**src/inc/hpc_consts.svh**
```systemverilog
// constants for the host port control-two register bank
// assumes inclusion by bare name from inc/
`ifndef HPC_CONSTS_SVH
`define HPC_CONSTS_SVH

// register addresses on the host port
`define HPC_ADDR_CTRL2      5'h01
`define HPC_ADDR_STATUS     5'h03
`define HPC_ADDR_CFG_DATA   5'h04

// control-two field positions
`define HPC_BIT_CFG_IRQ_EN  0
`define HPC_BIT_ERR_IRQ_EN  1
`define HPC_BIT_USR_IRQ_EN  2
`define HPC_BIT_CHAIN_EN    3
`define HPC_BIT_HOLD_BUS    4
`define HPC_BIT_USER_MODE   5
`define HPC_CTRL2_MASK      8'h3f
`define HPC_CTRL2_RESET     8'h00

// status field positions
`define HPC_STS_DATA_READY  1
`define HPC_STS_IRQ_PEND    2
`define HPC_STS_ERR_LO      3
`define HPC_STS_ERR_HI      4
`define HPC_STS_INIT        6
`define HPC_STS_DONE        7
`define HPC_ERR_NONE        2'h0

`endif

```
**src/inc/hpc_pkg.sv**
```systemverilog
// types for the host port control-two register bank
// assumes hpc_consts.svh on the include path
`default_nettype none
package hpc_pkg;

	// host bus request as seen at the port
	typedef struct packed {
		logic       sel;
		logic       wr;
		logic [4:0] addr;
		logic [7:0] wdata;
	} hpc_req_t;

	// decoded control-two fields
	typedef struct packed {
		logic cfg_irq_en;
		logic err_irq_en;
		logic usr_irq_en;
		logic chain_en;
		logic hold_bus;
		logic user_mode;
	} hpc_ctrl_t;

	typedef enum logic [1:0] {
		HPC_IDLE,
		HPC_HOLD,
		HPC_ACK
	} hpc_state_t;

endpackage

`default_nettype wire

```
**src/rtl/hpc_ctrl2.sv**
```systemverilog
// host port control-two register, status read path and interrupt combine
// assumes host bus in core_clk domain; pins from outside pass hpc_sync
//
// Operation
// - reading control two returns bits five to zero last written; bits six and seven read zero
// - config-data enable raises irq on each byte request or availability
// - config-data irq only acts during chained configuration
// - stream-error enable raises irq on a bit stream error
// - stream-error enable only acts while configuring
// - user-logic enable forwards irq while user request line is low
// - chain enable passes configuration data to the chained output
// - hold-bus delays config-data write ack until byte serialized
// - serialization, hence holding, happens only with chain enable set
// - without hold-bus, config-data writes acknowledge at once
// - user-mode enable keeps the port usable after configuration
// - bit stream may also enable user mode independently
// - reset clears control bits zero through five
// - status register is read-only; writes are ignored
// - stream errors are held in status bits four to three
// - data-ready clears on any config-data register access
`timescale 1ns/100ps
`default_nettype none
`include "hpc_consts.svh"

module hpc_ctrl2 (
	// clock and reset
	input  wire logic              core_clk,
	input  wire logic              nrst,
	// host bus, request held until ack
	input  wire hpc_pkg::hpc_req_t host_req,
	output var  logic              host_ack,
	output var  logic [7:0]        host_rdata,
	output logic                   host_irq,
	// configuration engine
	input  wire logic              cfg_mode,
	input  wire logic              cfg_chain_mode,
	input  wire logic              cfg_byte_req,
	input  wire logic              cfg_err_event,
	input  wire logic [1:0]        cfg_err_code,
	input  wire logic              cfg_serial_done,
	input  wire logic              cfg_stream_user_mode,
	input  wire logic              prog_active,
	output var  logic              cfg_byte_valid,
	output var  logic [7:0]        cfg_byte,
	output logic                   chain_output_enable,
	output logic                   hold_bus_until_serialized,
	// user logic and pins
	input  wire logic              user_irq_request_n,
	input  wire logic              init_pin,
	input  wire logic              done_pin,
	output logic                   user_mode_enable,
	output logic                   port_user_active
);

	////////////////////////////////////////////////////////////////////////////
	// pin synchronisers

	logic user_irq_n_s;
	logic init_s;
	logic done_s;

	hpc_sync #(.RESET_VAL(1'b1)) u_sync_user_irq_request_n (
		.core_clk (core_clk),
		.nrst     (nrst),
		.async_in (user_irq_request_n),
		.sync_out (user_irq_n_s)
	);

	hpc_sync #(.RESET_VAL(1'b0)) u_sync_init (
		.core_clk (core_clk),
		.nrst     (nrst),
		.async_in (init_pin),
		.sync_out (init_s)
	);

	hpc_sync #(.RESET_VAL(1'b0)) u_sync_done (
		.core_clk (core_clk),
		.nrst     (nrst),
		.async_in (done_pin),
		.sync_out (done_s)
	);

	////////////////////////////////////////////////////////////////////////////
	// decode

	logic [7:0]         ctrl2;
	hpc_pkg::hpc_ctrl_t ctrl;
	logic               data_ready;
	logic               irq_pending;
	logic [1:0]         err_code;
	hpc_pkg::hpc_state_t state;
	hpc_pkg::hpc_state_t next_state;

	wire hit_ctrl2  = host_req.sel && (host_req.addr == `HPC_ADDR_CTRL2);
	wire hit_status = host_req.sel && (host_req.addr == `HPC_ADDR_STATUS);
	wire hit_data   = host_req.sel && (host_req.addr == `HPC_ADDR_CFG_DATA);
	wire wr_ctrl2   = hit_ctrl2 && host_req.wr && (state == hpc_pkg::HPC_IDLE);
	wire wr_data    = hit_data && host_req.wr && (state == hpc_pkg::HPC_IDLE);
	wire rd_status  = hit_status && !host_req.wr && (state == hpc_pkg::HPC_IDLE);
	wire acc_data   = hit_data && (state == hpc_pkg::HPC_IDLE);

	assign ctrl.cfg_irq_en = ctrl2[`HPC_BIT_CFG_IRQ_EN];
	assign ctrl.err_irq_en = ctrl2[`HPC_BIT_ERR_IRQ_EN];
	assign ctrl.usr_irq_en = ctrl2[`HPC_BIT_USR_IRQ_EN];
	assign ctrl.chain_en   = ctrl2[`HPC_BIT_CHAIN_EN];
	assign ctrl.hold_bus   = ctrl2[`HPC_BIT_HOLD_BUS];
	assign ctrl.user_mode  = ctrl2[`HPC_BIT_USER_MODE];

	assign chain_output_enable       = ctrl.chain_en;
	assign hold_bus_until_serialized = ctrl.hold_bus;
	assign user_mode_enable          = ctrl.user_mode;
	// user mode from register or bit stream, live only once done is seen
	assign port_user_active = (ctrl.user_mode || cfg_stream_user_mode) && done_s;

	////////////////////////////////////////////////////////////////////////////
	// interrupt sources

	wire cfg_irq = ctrl.cfg_irq_en && cfg_mode && cfg_chain_mode && data_ready;
	wire err_irq = ctrl.err_irq_en && cfg_mode && cfg_err_event;
	wire usr_irq = ctrl.usr_irq_en && !user_irq_n_s;
	wire any_irq = cfg_irq || err_irq || usr_irq;

	// level output: stays while a source is active or the pending flag is up
	assign host_irq = any_irq || irq_pending;

	////////////////////////////////////////////////////////////////////////////
	// control-two register

	always_ff @(posedge core_clk or negedge nrst) begin
		if (!nrst) begin
			ctrl2 <= `HPC_CTRL2_RESET;
		end else if (wr_ctrl2) begin
			ctrl2 <= host_req.wdata & `HPC_CTRL2_MASK;
		end
	end

	////////////////////////////////////////////////////////////////////////////
	// status flags; set wins over clear

	always_ff @(posedge core_clk or negedge nrst) begin
		if (!nrst) begin
			data_ready  <= 1'b0;
			irq_pending <= 1'b0;
		end else begin
			data_ready  <= cfg_byte_req || (data_ready && !acc_data);
			irq_pending <= any_irq || (irq_pending && !rd_status);
		end
	end

	// error code cleared by program, captured on error events
	always_ff @(posedge core_clk or negedge nrst) begin
		if (!nrst) begin
			err_code <= `HPC_ERR_NONE;
		end else if (cfg_err_event && cfg_mode) begin
			err_code <= cfg_err_code;
		end else if (prog_active) begin
			err_code <= `HPC_ERR_NONE;
		end
	end

	////////////////////////////////////////////////////////////////////////////
	// config-data write handshake

	// hold only meaningful when chained output serializes the byte
	wire need_hold = ctrl.hold_bus && ctrl.chain_en;

	always_comb begin
		next_state = state;
		unique case (state)
			hpc_pkg::HPC_IDLE: begin
				if (host_req.sel && !(wr_data && need_hold)) begin
					next_state = hpc_pkg::HPC_ACK;
				end else if (wr_data) begin
					next_state = hpc_pkg::HPC_HOLD;
				end
			end
			hpc_pkg::HPC_HOLD: begin
				if (cfg_serial_done) begin
					next_state = hpc_pkg::HPC_ACK;
				end
			end
			hpc_pkg::HPC_ACK: begin
				next_state = hpc_pkg::HPC_IDLE;
			end
		endcase
	end

	always_ff @(posedge core_clk or negedge nrst) begin
		if (!nrst) begin
			state <= hpc_pkg::HPC_IDLE;
		end else begin
			state <= next_state;
		end
	end

	assign host_ack = (state == hpc_pkg::HPC_ACK);

	// byte handed to the configuration engine for one cycle
	always_ff @(posedge core_clk or negedge nrst) begin
		if (!nrst) begin
			cfg_byte_valid <= 1'b0;
			cfg_byte       <= 8'h00;
		end else begin
			cfg_byte_valid <= wr_data;
			if (wr_data) begin
				cfg_byte <= host_req.wdata;
			end
		end
	end

	////////////////////////////////////////////////////////////////////////////
	// read data; status writes fall through with no effect

	logic [7:0] status_val;
	always_comb begin
		status_val = 8'h00;
		status_val[`HPC_STS_DATA_READY] = data_ready;
		status_val[`HPC_STS_IRQ_PEND]   = irq_pending;
		status_val[`HPC_STS_ERR_HI:`HPC_STS_ERR_LO] = err_code;
		status_val[`HPC_STS_INIT]       = init_s;
		status_val[`HPC_STS_DONE]       = done_s;
	end

	wire rd_any = host_req.sel && !host_req.wr && (state == hpc_pkg::HPC_IDLE);
	wire [7:0] rd_mux = hit_ctrl2  ? ctrl2 :
	                    hit_status ? status_val : 8'h00;

	always_ff @(posedge core_clk or negedge nrst) begin
		if (!nrst) begin
			host_rdata <= 8'h00;
		end else if (rd_any) begin
			host_rdata <= rd_mux;
		end
	end

endmodule

`default_nettype wire

```
**src/rtl/hpc_sync.sv**
```systemverilog
// three-stage input synchroniser with agreement filter
// assumes async level inputs, one core clock domain
`timescale 1ns/100ps
`default_nettype none

module hpc_sync #(
	parameter logic RESET_VAL = 1'b0
) (
	// clock and reset
	input  wire logic core_clk,
	input  wire logic nrst,
	// async level in, filtered level out
	input  wire logic async_in,
	output var  logic sync_out
);

	logic s1;
	logic s2;
	logic s3;

	// second and third agree before the output follows
	always_ff @(posedge core_clk or negedge nrst) begin
		if (!nrst) begin
			s1       <= RESET_VAL;
			s2       <= RESET_VAL;
			s3       <= RESET_VAL;
			sync_out <= RESET_VAL;
		end else begin
			s1 <= async_in;
			s2 <= s1;
			s3 <= s2;
			if (s2 == s3) begin
				sync_out <= s3;
			end
		end
	end

endmodule

`default_nettype wire

```
**config.mk**
```make
export PLATFORM = sky130hd
export DESIGN_NAME = hpc_ctrl2
export DESIGN_NICKNAME = d
export VERILOG_FILES = /design/src/inc/hpc_pkg.sv /design/src/rtl/hpc_ctrl2.sv /design/src/rtl/hpc_sync.sv
export VERILOG_INCLUDE_DIRS = /design/src /design/src/inc
export SDC_FILE = /design/constraint.sdc
export NUM_CORES = 1
export LEC_CHECK = 0
export BUFFER_PORTS_ARGS = -buffer_cell sky130_fd_sc_hd__buf_2
export CORE_ASPECT_RATIO = 0.7
export CORE_MARGIN = 1.5
export CORE_UTILIZATION = 30
export CTS_CLUSTER_DIAMETER = 120
export DETAILED_ROUTE_END_ITERATION = 8
export PLACE_DENSITY_LB_ADDON = 0.08
export SYNTH_ARGS = -nofsm -noshare
export SYNTH_HDL_FRONTEND = slang
export SYNTH_SLANG_ARGS = --single-unit
```
**constraint.sdc**
```tcl
create_clock -name core_clk -period 2.2 [get_ports core_clk]
set_input_delay 0.11 -clock core_clk [delete_from_list [all_inputs] [get_ports core_clk]]
set_output_delay 0.11 -clock core_clk [all_outputs]
set_load 0.05 [all_outputs]
```
Yosys cells after proc, flatten, opt, wreduce, memory -nomap -nowiden
Index checks and enable logic that the tools add are counted.
Operators by class
  equality and inequality tests: 10
  reductions and logical operators: 39
  muxes and demuxes: 8
Operator list (count)
  $logic_and 1x1->1: 25
  $mux 8: 2
  $mux 2: 5
  $logic_or 1x1->1: 6
  $pmux 2 s3: 1
  $eq 5x1->1 const B: 1
  $eq 5x2->1 const B: 1
  $eq 5x3->1 const B: 1
  $logic_not 1->1: 5
  $eq 1x1->1: 3
  $ne 3x2->1 const B: 1
  $eq 2x1->1 const B: 1
  $eq 2x2->1 const B: 1
  $logic_not 2->1: 1
  $ne 2x2->1 const B: 1
  $reduce_and 2->1: 1
  $reduce_bool 2->1: 1
Storage, ports and cells
  input bits: 29
  word-level logic and storage cells: 77
  output and inout bits: 23
  register bits: 41

Depth between registers and ports, before layout
Gate-level depths: netlist of run 1.
  word-level depth: 9
  gate-level depth with buffers: 6
  mapped depth without buffers: 5

Hierarchy
A second synthesis of run 1 with hierarchy kept.
Unflattened totals
  cells, all modules: 124
  area, all modules: 1701.6 um^2
By module, submodules not included
  hpc_ctrl2: area an instance 1362.6 um^2, instances 1, cells each 109, sequential area each 725.7 um^2
  hpc_sync (u_sync_done ...): area an instance 111.4 um^2, instances 2, cells each 5, sequential area each 100.1 um^2
  hpc_sync (u_sync_user_irq_request_n): area an instance 116.4 um^2, instances 1, cells each 5, sequential area each 105.1 um^2

Least setup slack after synthesis of run 1
Ideal clock, no wire load.
  path kind: flip-flop to flip-flop
  start: reg state[0]
  end: reg cfg_byte[0]
  arrival: 1.483 ns
  path slack: 0.593 ns
  data required time: 2.075 ns
  path buffers: 0
  setup time: 0.125 ns
  cell stages (with the launch flop): 6
  period minus slack after synthesis: 1.607 ns
  path through: dfrtp_1 inv_1 ha_1 nand4b_1 nor2_8 mux2_2
On the way
  word-level cells in the longest chain between the ends: 2
Ends and longest elaborated chain
  start: declaration: RTL line hpc_ctrl2.sv:91  | hpc_pkg::hpc_state_t state;
  start signal: assignment: RTL line hpc_ctrl2.sv:190  | state <= hpc_pkg::HPC_IDLE;
  start signal: assignment: RTL line hpc_ctrl2.sv:192  | state <= next_state;
  $logic_not 2->1: RTL line hpc_ctrl2.sv:98  | wire wr_data = hit_data && host_req.wr && (state == hpc_pkg::HPC_IDLE);
  $logic_and 1x1->1: RTL line hpc_ctrl2.sv:98
  named net wr_data: RTL line hpc_ctrl2.sv:98
  end signal: assignment: RTL line hpc_ctrl2.sv:206  | cfg_byte <= host_req.wdata;
  end: declaration: RTL line hpc_ctrl2.sv:44  | output var logic [7:0] cfg_byte,
The timed path passes the listed nets, and every way through them passes these cells.
A chain may end at the register's enable or synchronous reset.

Worst setup path after layout of run 1
  start: reg state[0]
  end: reg cfg_byte[1]
Same word-level chain as after synthesis.

==> flow_metrics.env, run 1 <==
export IMPL_rr_worst_depth=5
export IMPL_fp_dieW_um=92.7
export IMPL_holdCritPathClass="input port to flip-flop"
export IMPL_tightest_slew_ns=0.901
export IMPL_finalSetupViolCount=0
export IMPL_totalWireLength_um=3630
export IMPL_grt_use_met3=0.0402
export IMPL_synth_seq_cells=41
export IMPL_cpPeakStageDelay_ns=0.41
export IMPL_total_power_w=0.00195
export IMPL_die_area_um2=6100
export IMPL_grt_max_degree=42
export IMPL_grt_pass1_wl_um=6150
export IMPL_numCtsBuffers=5
export IMPL_cp_max_fo=9
export IMPL_hold_start="cfg_byte_req"
export IMPL_die_h_um=65.8
export IMPL_syn_to_final_growth_pct=26.9
export IMPL_layout_drive_gt1_share=0.424
export IMPL_period_needed_ns=1.81
export IMPL_mostFrequentLayoutCells="buf_2 (51), dfrtp_1 (37), mux2_2 (15)"
export IMPL_start_kind="flip-flop"
export IMPL_p_leak_nw=1.09
export IMPL_synthesis_nets=163
export IMPL_worst_slack_ns=0.388
export IMPL_drtIter0Drc=29
export IMPL_slowest_stage="dfrtp_1"
export IMPL_port_buffers=51
export IMPL_maxCapViolations=0
export IMPL_end_kind="flip-flop"
export IMPL_power_density_nw_per_um2=912
export IMPL_ys_seq_area_frac=0.610
export IMPL_rsz0062_at_grt="no"
export IMPL_synth_distinct_cells=30
export IMPL_vdd_drop_max_mv=0.341
export IMPL_syn_instance_count=131
export IMPL_timing_final_hold_violations=0
export IMPL_initial_core_util=0.316
export IMPL_grt_usage=0.135
export IMPL_netlist_area_um2=1690
export IMPL_io_pins=52
export IMPL_rows=22
export IMPL_rr_startpoint="state[0]"
export IMPL_synth_top_area_share=0.548
export IMPL_cts_max_level=2
export IMPL_diodes=0
export IMPL_post_route_period_util=0.824
export IMPL_wl_per_cell_um=13.8
export IMPL_clk_latency_ns=0.29
export IMPL_overflow=0
export IMPL_outcome="completed"
export IMPL_viasPerCell=4.65
export IMPL_hpwl_um=2770
export IMPL_cts_tree="built"
export IMPL_root_buffer="clkbuf_8"
export IMPL_dp_cells=251
export IMPL_grt_busiest_layer="met2"
export IMPL_rrSetupSlack_ns=0.39
export IMPL_gr_usage_met1=0.194
export IMPL_core_area_um2=5340
export IMPL_finClkSkew_ns=0.00749
export IMPL_max_freq_mhz=552
export IMPL_tns_ns=0
export IMPL_fin_cells=263
export IMPL_path_class="flip-flop to flip-flop"
export IMPL_grt_pass1_vias=1202
export IMPL_path_clk_slew_ns=0.07
export IMPL_avgSynthCellArea_um2=12.9
export IMPL_crit_chain="inv_1 -> ha_1 -> nand4b_1 -> nor2_8 -> mux2_2"
export IMPL_synthTopCellsByArea="dfrtp_1 (55%), mux2_2 (10%), dfstp_2 (6.2%)"
export IMPL_drc=0
export IMPL_holdPathStages=2
export IMPL_ant_nets=0
export IMPL_cts_sinks=41
export IMPL_ys_warn_count=0
export IMPL_final_common_cell="buf_2"
export IMPL_worst_ep_required_time_ns=2.37
export IMPL_holdPathEnd="data_ready"
export IMPL_first_pass_iters=4
export IMPL_r2r_end="cfg_byte[1]"
export IMPL_cp_arrival_ns=1.98
export IMPL_cts_buffer_depth=2
export IMPL_fin_nets=222
export IMPL_place_worst_setup_slack_ns=0.391
export IMPL_num_vias=1222
export IMPL_fill_cells=545
export IMPL_yosysTopAreaCell="dfrtp_1"
export IMPL_relSlewSlack=0.400
export IMPL_routabilityCongestion=0.751
export IMPL_final_max_slew_viol_count=0
export IMPL_antenna_found_initial=0
export IMPL_global_route_usage_met2=0.195
-- registers in the layout (all words and copies together) (netlist names), 2 cells and up --
| name | count |
|---|---|
| cfg_byte | 8 |
| host_rdata | 8 |
| ctrl2 | 6 |
| err_code | 2 |
| state | 2 |
-- power by group --
| group | internal [W] | switching, W | leakage [nW] |
|---|---|---|---|
| sequential | 0.000844 | 0.0000588 | 0.521 |
| clock | 0.000220 | 0.000238 | 0.0450 |
| combinational | 0.000202 | 0.000392 | 0.528 |
| total | 0.00127 | 0.000689 | 1.09 |
-- synth_stat cells --
master / number
o31ai_1: 1
nand3_1: 7
nor4b_1: 1
o21ai_0: 4
o22ai_1: 1
mux2_2: 15
or4b_4: 1
nand4_1: 9
dfrtp_1: 37
a22o_1: 3
dfstp_2: 4
maj3_1: 3
buf_2: 2
nor2_8: 1
o21a_1: 1
buf_4: 1
o41ai_1: 1
and4_1: 1
clkbuf_1: 1
ha_1: 3
nand3b_1: 4
inv_1: 6
mux2i_1: 1
nand4b_1: 1
nor2b_1: 2
o221a_2: 1
nand2_1: 14
and3b_1: 1
and3_1: 2
nand2b_1: 2
-- layout make-up --
cell class                      instances  area, µm²  area share
Clock inverter                          2       10.0     0.00467
Tap cell                               72       90.1      0.0420
Clock buffer                            6       72.6      0.0339
Inverter                                6       22.5      0.0105
Multi-Input combinational cell         80        614       0.287
Timing Repair Buffer                   56        303       0.141
Sequential cell                        41       1030       0.481
-- per-stage QoR --
stage	cell area (µm²)	utilization	hold WS, ns
after floorplan	1690	-	-0.186
after global placement	2020	0.378	0.216
after detailed placement	2020	0.378	0.219
after CTS	2140	0.401	0.00258
after global routing	2140	0.401	0.00295
final	2140	0.401	0.0103
-- metal layers --
layer	vias to the layer above	wire length [µm]
met5	-	0
li1	588	-
met1	595	1780
met4	0	24
met3	2	216
met2	37	1610
-- repair_timing --
action,in CTS,in global routing
hold endpoints to repair,40,0
gates resized for setup,0,0
hold buffers,4,0
setup buffers,0,0
-- worst max-delay path by stage --
stage               startpoint     endpoint  cells past startpoint
finish                state[0]  cfg_byte[1]                      5
global route          state[1]  cfg_byte[1]                      5
CTS                   state[0]  cfg_byte[1]                      5
detailed placement    state[0]  cfg_byte[1]                      5
global placement      state[0]  cfg_byte[6]                      5
floorplan             state[0]  cfg_byte[0]                      5
-- critical path, delay by kind of cell (launching register included) --
| family | cells | cell delay, ns |
|---|---|---|
| buf+inv | 1 | 0.09 |
| fa+ha+maj | 1 | 0.26 |
| flops | 1 | 0.41 |
| simple gates | 2 | 0.59 |
| mux | 1 | 0.36 |
-- cells by family after synthesis --
| kind of cell | synth area share |
|---|---|
| AO/OA/AOI/OAI | 0.0519 |
| flip-flops | 0.610 |
| AND/OR/NAND/NOR | 0.166 |
| buffers and inverters | 0.0259 |
| adder cells (fa/ha/maj) | 0.0400 |
| multiplexers | 0.106 |
No activity file was read; power rests on OpenSTA's default activity.
==> run 2: changes to the inputs <==
- clock period: 2.2 -> 1.5 ns (I/O delays scaled with it)
==> flow_metrics.env, run 2 (synthesis gave the netlist of run 1 again) <==
export IMPL_port_buffers=51
export IMPL_netSwitchingFraction=0.348
export IMPL_io_pins=52
export IMPL_cp_arrival_ns=1.69
export IMPL_num_vias=1268
export IMPL_timing_final_hold_violations=0
export IMPL_p_int_w=0.00199
export IMPL_clockPowerShare=0.220
export IMPL_finalSetupViolCount=3
export IMPL_core_area_um2=5340
export IMPL_total_power_w=0.00306
export IMPL_path_clk_slew_ns=0.07
export IMPL_max_freq_mhz=658
export IMPL_initial_core_util=0.316
export IMPL_start_kind="flip-flop"
export IMPL_hpwl_um=3020
export IMPL_syn_to_final_growth_pct=36.6
export IMPL_slowest_stage="dfrtp_1"
export IMPL_grt_pass1_vias=1326
export IMPL_overflow=0
export IMPL_post_route_period_util=1.01
export IMPL_path_class="flip-flop to flip-flop"
export IMPL_cts_buffer_depth=2
export IMPL_reg_largest_list="cfg_byte x8, host_rdata x8, ctrl2 x6"
export IMPL_numCtsBuffers=5
export IMPL_wl_per_cell_um=14.2
export IMPL_cts_sinks=41
export IMPL_root_buffer="clkbuf_8"
export IMPL_startpoint="state[0]"
export IMPL_worst_ep_required_time_ns=1.67
export IMPL_totalWireLength_um=3900
export IMPL_cts_tree="built"
export IMPL_cp_num_buf_inv=2
export IMPL_layout_drive_gt1_share=0.478
export IMPL_end_kind="flip-flop"
export IMPL_combPwrFrac=0.345
export IMPL_routabilityCongestion=0.795
export IMPL_vdd_drop_max_mv=0.622
export IMPL_ant_nets=0
export IMPL_power_density_nw_per_um2=1330
export IMPL_p_leak_nw=1.17
export IMPL_holdWs_ns=0.0174
export IMPL_rows=22
export IMPL_antenna_found_initial=0
export IMPL_clk_latency_ns=0.29
export IMPL_grt_usage=0.138
export IMPL_fin_util=0.432
export IMPL_holdCritPathClass="input port to flip-flop"
export IMPL_fp_dieW_um=92.7
export IMPL_drc=0
export IMPL_cp_max_fo=4
export IMPL_fin_nets=234
export IMPL_p_switching_w=0.00107
export IMPL_outcome="complete, but fails checks"
export IMPL_final_max_slew_viol_count=0
export IMPL_grt_max_degree=23
export IMPL_drtIter0Drc=31
export IMPL_diodes=0
export IMPL_register_area_um2=1030
export IMPL_crit_chain="inv_2 -> ha_4 -> nand4b_1 -> buf_6 -> nor2_4 -> mux2_4"
export IMPL_hold_start="cfg_err_code[1]"
export IMPL_rsz0062_at_grt="yes"
export IMPL_period_needed_ns=1.52
export IMPL_p_seq_frac=0.435
export IMPL_die_area_um2=6100
export IMPL_worst_slack_ns=-0.0196
export IMPL_relSlewSlack=0.684
export IMPL_cts_max_level=2
export IMPL_final_common_cell="buf_2"
export IMPL_cpPeakStageDelay_ns=0.40
export IMPL_die_h_um=65.8
export IMPL_grt_pass1_wl_um=6310
export IMPL_multi_input_area_um2=677
export IMPL_post_cts_repair_setup_buffers=0
export IMPL_tightest_slew_ns=0.474
export IMPL_violations="setup timing"
export IMPL_fill_cells=520
export IMPL_cp_top_family="flip-flops"
export IMPL_first_pass_iters=4
export IMPL_maxCapViolations=0
export IMPL_viasPerCell=4.61
export IMPL_mostFrequentLayoutCells="buf_2 (51), dfrtp_1 (37), nand2_1 (14)"
export IMPL_rr_startpoint="state[0]"
export IMPL_finClkSkew_ns=0.00755
[run 2: cell count changes in the layout (fill, tap and decap cells not counted), sizes merged]
cell | before | now
buf | 52 | 62
nor2 | 1 | 2
dlygate4sd3 | 4 | 5
[run 2: power groups by stage]
stage / registers, W / clock network [W] / logic (W)
6_report: 0.00133 / 0.000673 / 0.00106
5_1_grt: 0.00135 / 0.000741 / 0.00114
4_1_cts: 0.00133 / 0.000717 / 0.00103
3_5_place_dp: 0.00135 / 0 / 0.000978
3_3_place_gp: 0.00134 / 0 / 0.000943
2_1_floorplan: 0.00154 / 0 / 0.000449
[run 2: through the flow]
stage | area, µm² | cells | setup WS [ns] | TNS (ns)
final | 2310 | 275 | -0.0196 | -0.0489
after global routing | 2310 | 275 | -0.0957 | -0.486
after CTS | 2290 | 275 | -0.0531 | -0.367
after detailed placement | 2110 | 261 | -0.0627 | -0.689
after global placement | 2110 | 261 | -0.0357 | -0.197
after floorplan | 1690 | 131 | -0.0835 | -0.668
[run 2: timing repair]
item / in CTS / in global routing
resized for setup: 9 / 5
endpoints found under the hold margin: 21 / 0
hold buffers: 5 / 0
endpoints found under the setup margin: 15 / 20
gates cloned: 1 / 0
pin swaps: 3 / 3
[run 2: routing by layer]
layer / wire [µm] / GRT usage
met5: 0 / 0
met4: 45 / 0.0568
met3: 266 / 0.0425
met2: 1670 / 0.210
met1: 1920 / 0.185
[run 2: final timing paths]
check / cells past startpoint / end / slack, ns
worst min register to register: 0 / u_sync_user_irq_request_n.s2 / 0.36
worst max-delay path: 6 / cfg_byte[0] / -0.02
min in group asynchronous: 2 / cfg_byte_valid / 0.28
max in group asynchronous: 3 / u_sync_user_irq_request_n.sync_out / 0.67
worst max register to register: 6 / cfg_byte[0] / -0.02
worst min-delay path: 3 / err_code[1] / 0.02
[run 2: cell type report]
| class | instances | share of cell area |
|---|---|---|
| repair buffers | 67 | 0.175 |
| clock inverters | 2 | 0.00434 |
| inverters | 6 | 0.00976 |
| clock buffers | 6 | 0.0315 |
| well taps | 72 | 0.0390 |
| flip-flops and latches | 41 | 0.447 |
| multi-input cells | 81 | 0.293 |
[run 2: tightest hold or removal path, stage by stage]
cell,delay (ns)
buf_2,0.08
nand3_1,0.06
nand2_1,0.05
==> run 3: changes to the inputs <==
- clock period: 1.5 -> 1.74 ns (I/O delays scaled with it)
==> flow_metrics.env, run 3 (synthesis gave the netlist of run 1 again) <==
export IMPL_rr_worst_depth=6
export IMPL_die_h_um=65.8
export IMPL_fp_dieW_um=92.7
export IMPL_relSlewSlack=0.724
export IMPL_p_leak_nw=1.13
export IMPL_holdPathEnd="err_code[1]"
export IMPL_fin_nets=228
export IMPL_crit_chain="inv_1 -> ha_4 -> nand4b_1 -> buf_4 -> nor2_8 -> mux2_2"
export IMPL_totalWireLength_um=3850
export IMPL_syn_to_final_growth_pct=31.9
export IMPL_port_buffers=51
export IMPL_rr_startpoint="state[1]"
export IMPL_reg_largest_list="cfg_byte x8, host_rdata x8, ctrl2 x6"
export IMPL_finClkSkew_ns=0.0109
export IMPL_core_area_um2=5340
export IMPL_final_common_cell="buf_2"
export IMPL_dp_cells=255
export IMPL_viasPerCell=4.69
export IMPL_rows=22
export IMPL_cp_arrival_ns=1.80
export IMPL_r2r_end="cfg_byte[0]"
export IMPL_slowest_stage="dfrtp_1"
export IMPL_clk_latency_ns=0.29
export IMPL_worst_slack_ns=0.115
export IMPL_path_class="flip-flop to flip-flop"
export IMPL_path_clk_slew_ns=0.08
export IMPL_holdPathStages=3
export IMPL_start_kind="flip-flop"
export IMPL_cts_sinks=41
export IMPL_grt_pass1_wl_um=6470
export IMPL_vdd_drop_max_mv=0.421
export IMPL_antenna_found_initial=0
export IMPL_cts_buffer_depth=2
export IMPL_root_buffer="clkbuf_8"
export IMPL_cts_max_level=2
export IMPL_finalSetupViolCount=0
export IMPL_outcome="completed"
export IMPL_cpPeakStageDelay_ns=0.39
export IMPL_rsz0062_at_grt="no"
export IMPL_end_kind="flip-flop"
export IMPL_holdCritPathClass="input port to flip-flop"
export IMPL_cts_tree="built"
export IMPL_num_vias=1262
export IMPL_tightest_slew_ns=0.414
export IMPL_fin_cells=269
export IMPL_startpoint="state[1]"
export IMPL_p_seq_frac=0.424
export IMPL_routabilityCongestion=0.752
export IMPL_rrSetupSlack_ns=0.11
export IMPL_p_int_w=0.00179
export IMPL_initial_core_util=0.316
export IMPL_grt_usage=0.140
export IMPL_overflow=0
export IMPL_fill_cells=501
export IMPL_post_route_period_util=0.934
export IMPL_wl_per_cell_um=14.3
export IMPL_die_area_um2=6100
export IMPL_timing_final_hold_violations=0
export IMPL_layout_drive_gt1_share=0.442
export IMPL_total_power_w=0.00269
export IMPL_p_switching_w=0.000904
export IMPL_netSwitchingFraction=0.335
export IMPL_final_max_slew_viol_count=0
export IMPL_clockPowerShare=0.274
export IMPL_worst_ep_required_time_ns=1.91
export IMPL_diodes=0
export IMPL_numCtsBuffers=5
export IMPL_power_density_nw_per_um2=1210
export IMPL_io_pins=52
export IMPL_drtIter0Drc=43
export IMPL_cp_max_fo=9
export IMPL_first_pass_iters=5
export IMPL_grt_pass1_vias=1306
export IMPL_register_area_um2=1030
export IMPL_max_freq_mhz=615
export IMPL_multi_input_area_um2=627
export IMPL_mostFrequentLayoutCells="buf_2 (51), dfrtp_1 (37), mux2_2 (15)"
export IMPL_hold_start="cfg_err_code[1]"
export IMPL_hpwl_um=2970
export IMPL_period_needed_ns=1.63
export IMPL_grt_max_degree=21
export IMPL_drc=0
export IMPL_combPwrFrac=0.302
export IMPL_ant_nets=0
export IMPL_place_worst_setup_slack_ns=-0.0788
export IMPL_maxCapViolations=0
## run 3: metal layers
| layer | routed length [µm] | track usage | vias up |
|---|---|---|---|
| met5 | 0 | 0 | - |
| met4 | 24 | 0.0473 | 0 |
| met3 | 242 | 0.0437 | 2 |
| met2 | 1750 | 0.221 | 41 |
| met1 | 1830 | 0.185 | 619 |
| li1 | - | - | 600 |
## run 3: how the worst max path moves through the flow
stage / slack, ns / to
CTS: 0.04 / cfg_byte[0]
finish: 0.11 / cfg_byte[0]
floorplan: 0.13 / cfg_byte[0]
detailed placement: -0.08 / cfg_byte[0]
global route: 0.002 / cfg_byte[1]
global placement: 0.02 / cfg_byte[6]
## run 3: cell type report
type | instances | area share
clock buffer | 6 | 0.0326
tap | 72 | 0.0404
clock inverter | 2 | 0.0157
inverter | 6 | 0.0101
timing repair buffer | 62 | 0.157
multi-input combinational | 80 | 0.281
sequential | 41 | 0.463
## run 3: what timing repair did
action,in CTS,in global routing
hold buffers,5,0
pin swaps,1,0
buffers inserted,1,0
endpoints found under the setup margin,9,15
hold endpoints to repair,19,0
resized for setup,0,2
## run 3: worst max-delay path, delay by kind of cell (launching register included)
kind                       cells  cell delay [ns]
DFF                            1             0.39
and+or+nand+nor                2             0.26
muxes                          1             0.36
adders and majority gates      1             0.18
buffers and inverters          2             0.32
## run 3: power groups by stage
stage                     combinational [W]  clock [W]  sequential, W
after floorplan                    0.000380          0        0.00132
after global placement             0.000737          0        0.00116
after detailed placement           0.000764          0        0.00116
after CTS                          0.000779   0.000765        0.00114
after global routing               0.000885   0.000815        0.00116
final                              0.000814   0.000738        0.00114
## run 3: stage by stage
step | TNS, ns | hold WS [ns] | instance area (µm²) | utilization
detailed placement | -0.606 | 0.0504 | 2050 | 0.384
floorplan | 0 | -0.209 | 1690 | -
CTS | 0 | 0.0211 | 2220 | 0.415
global placement | 0 | 0.0430 | 2050 | 0.384
global route | 0 | 0.0176 | 2230 | 0.417
finish | 0 | 0.0276 | 2230 | 0.417
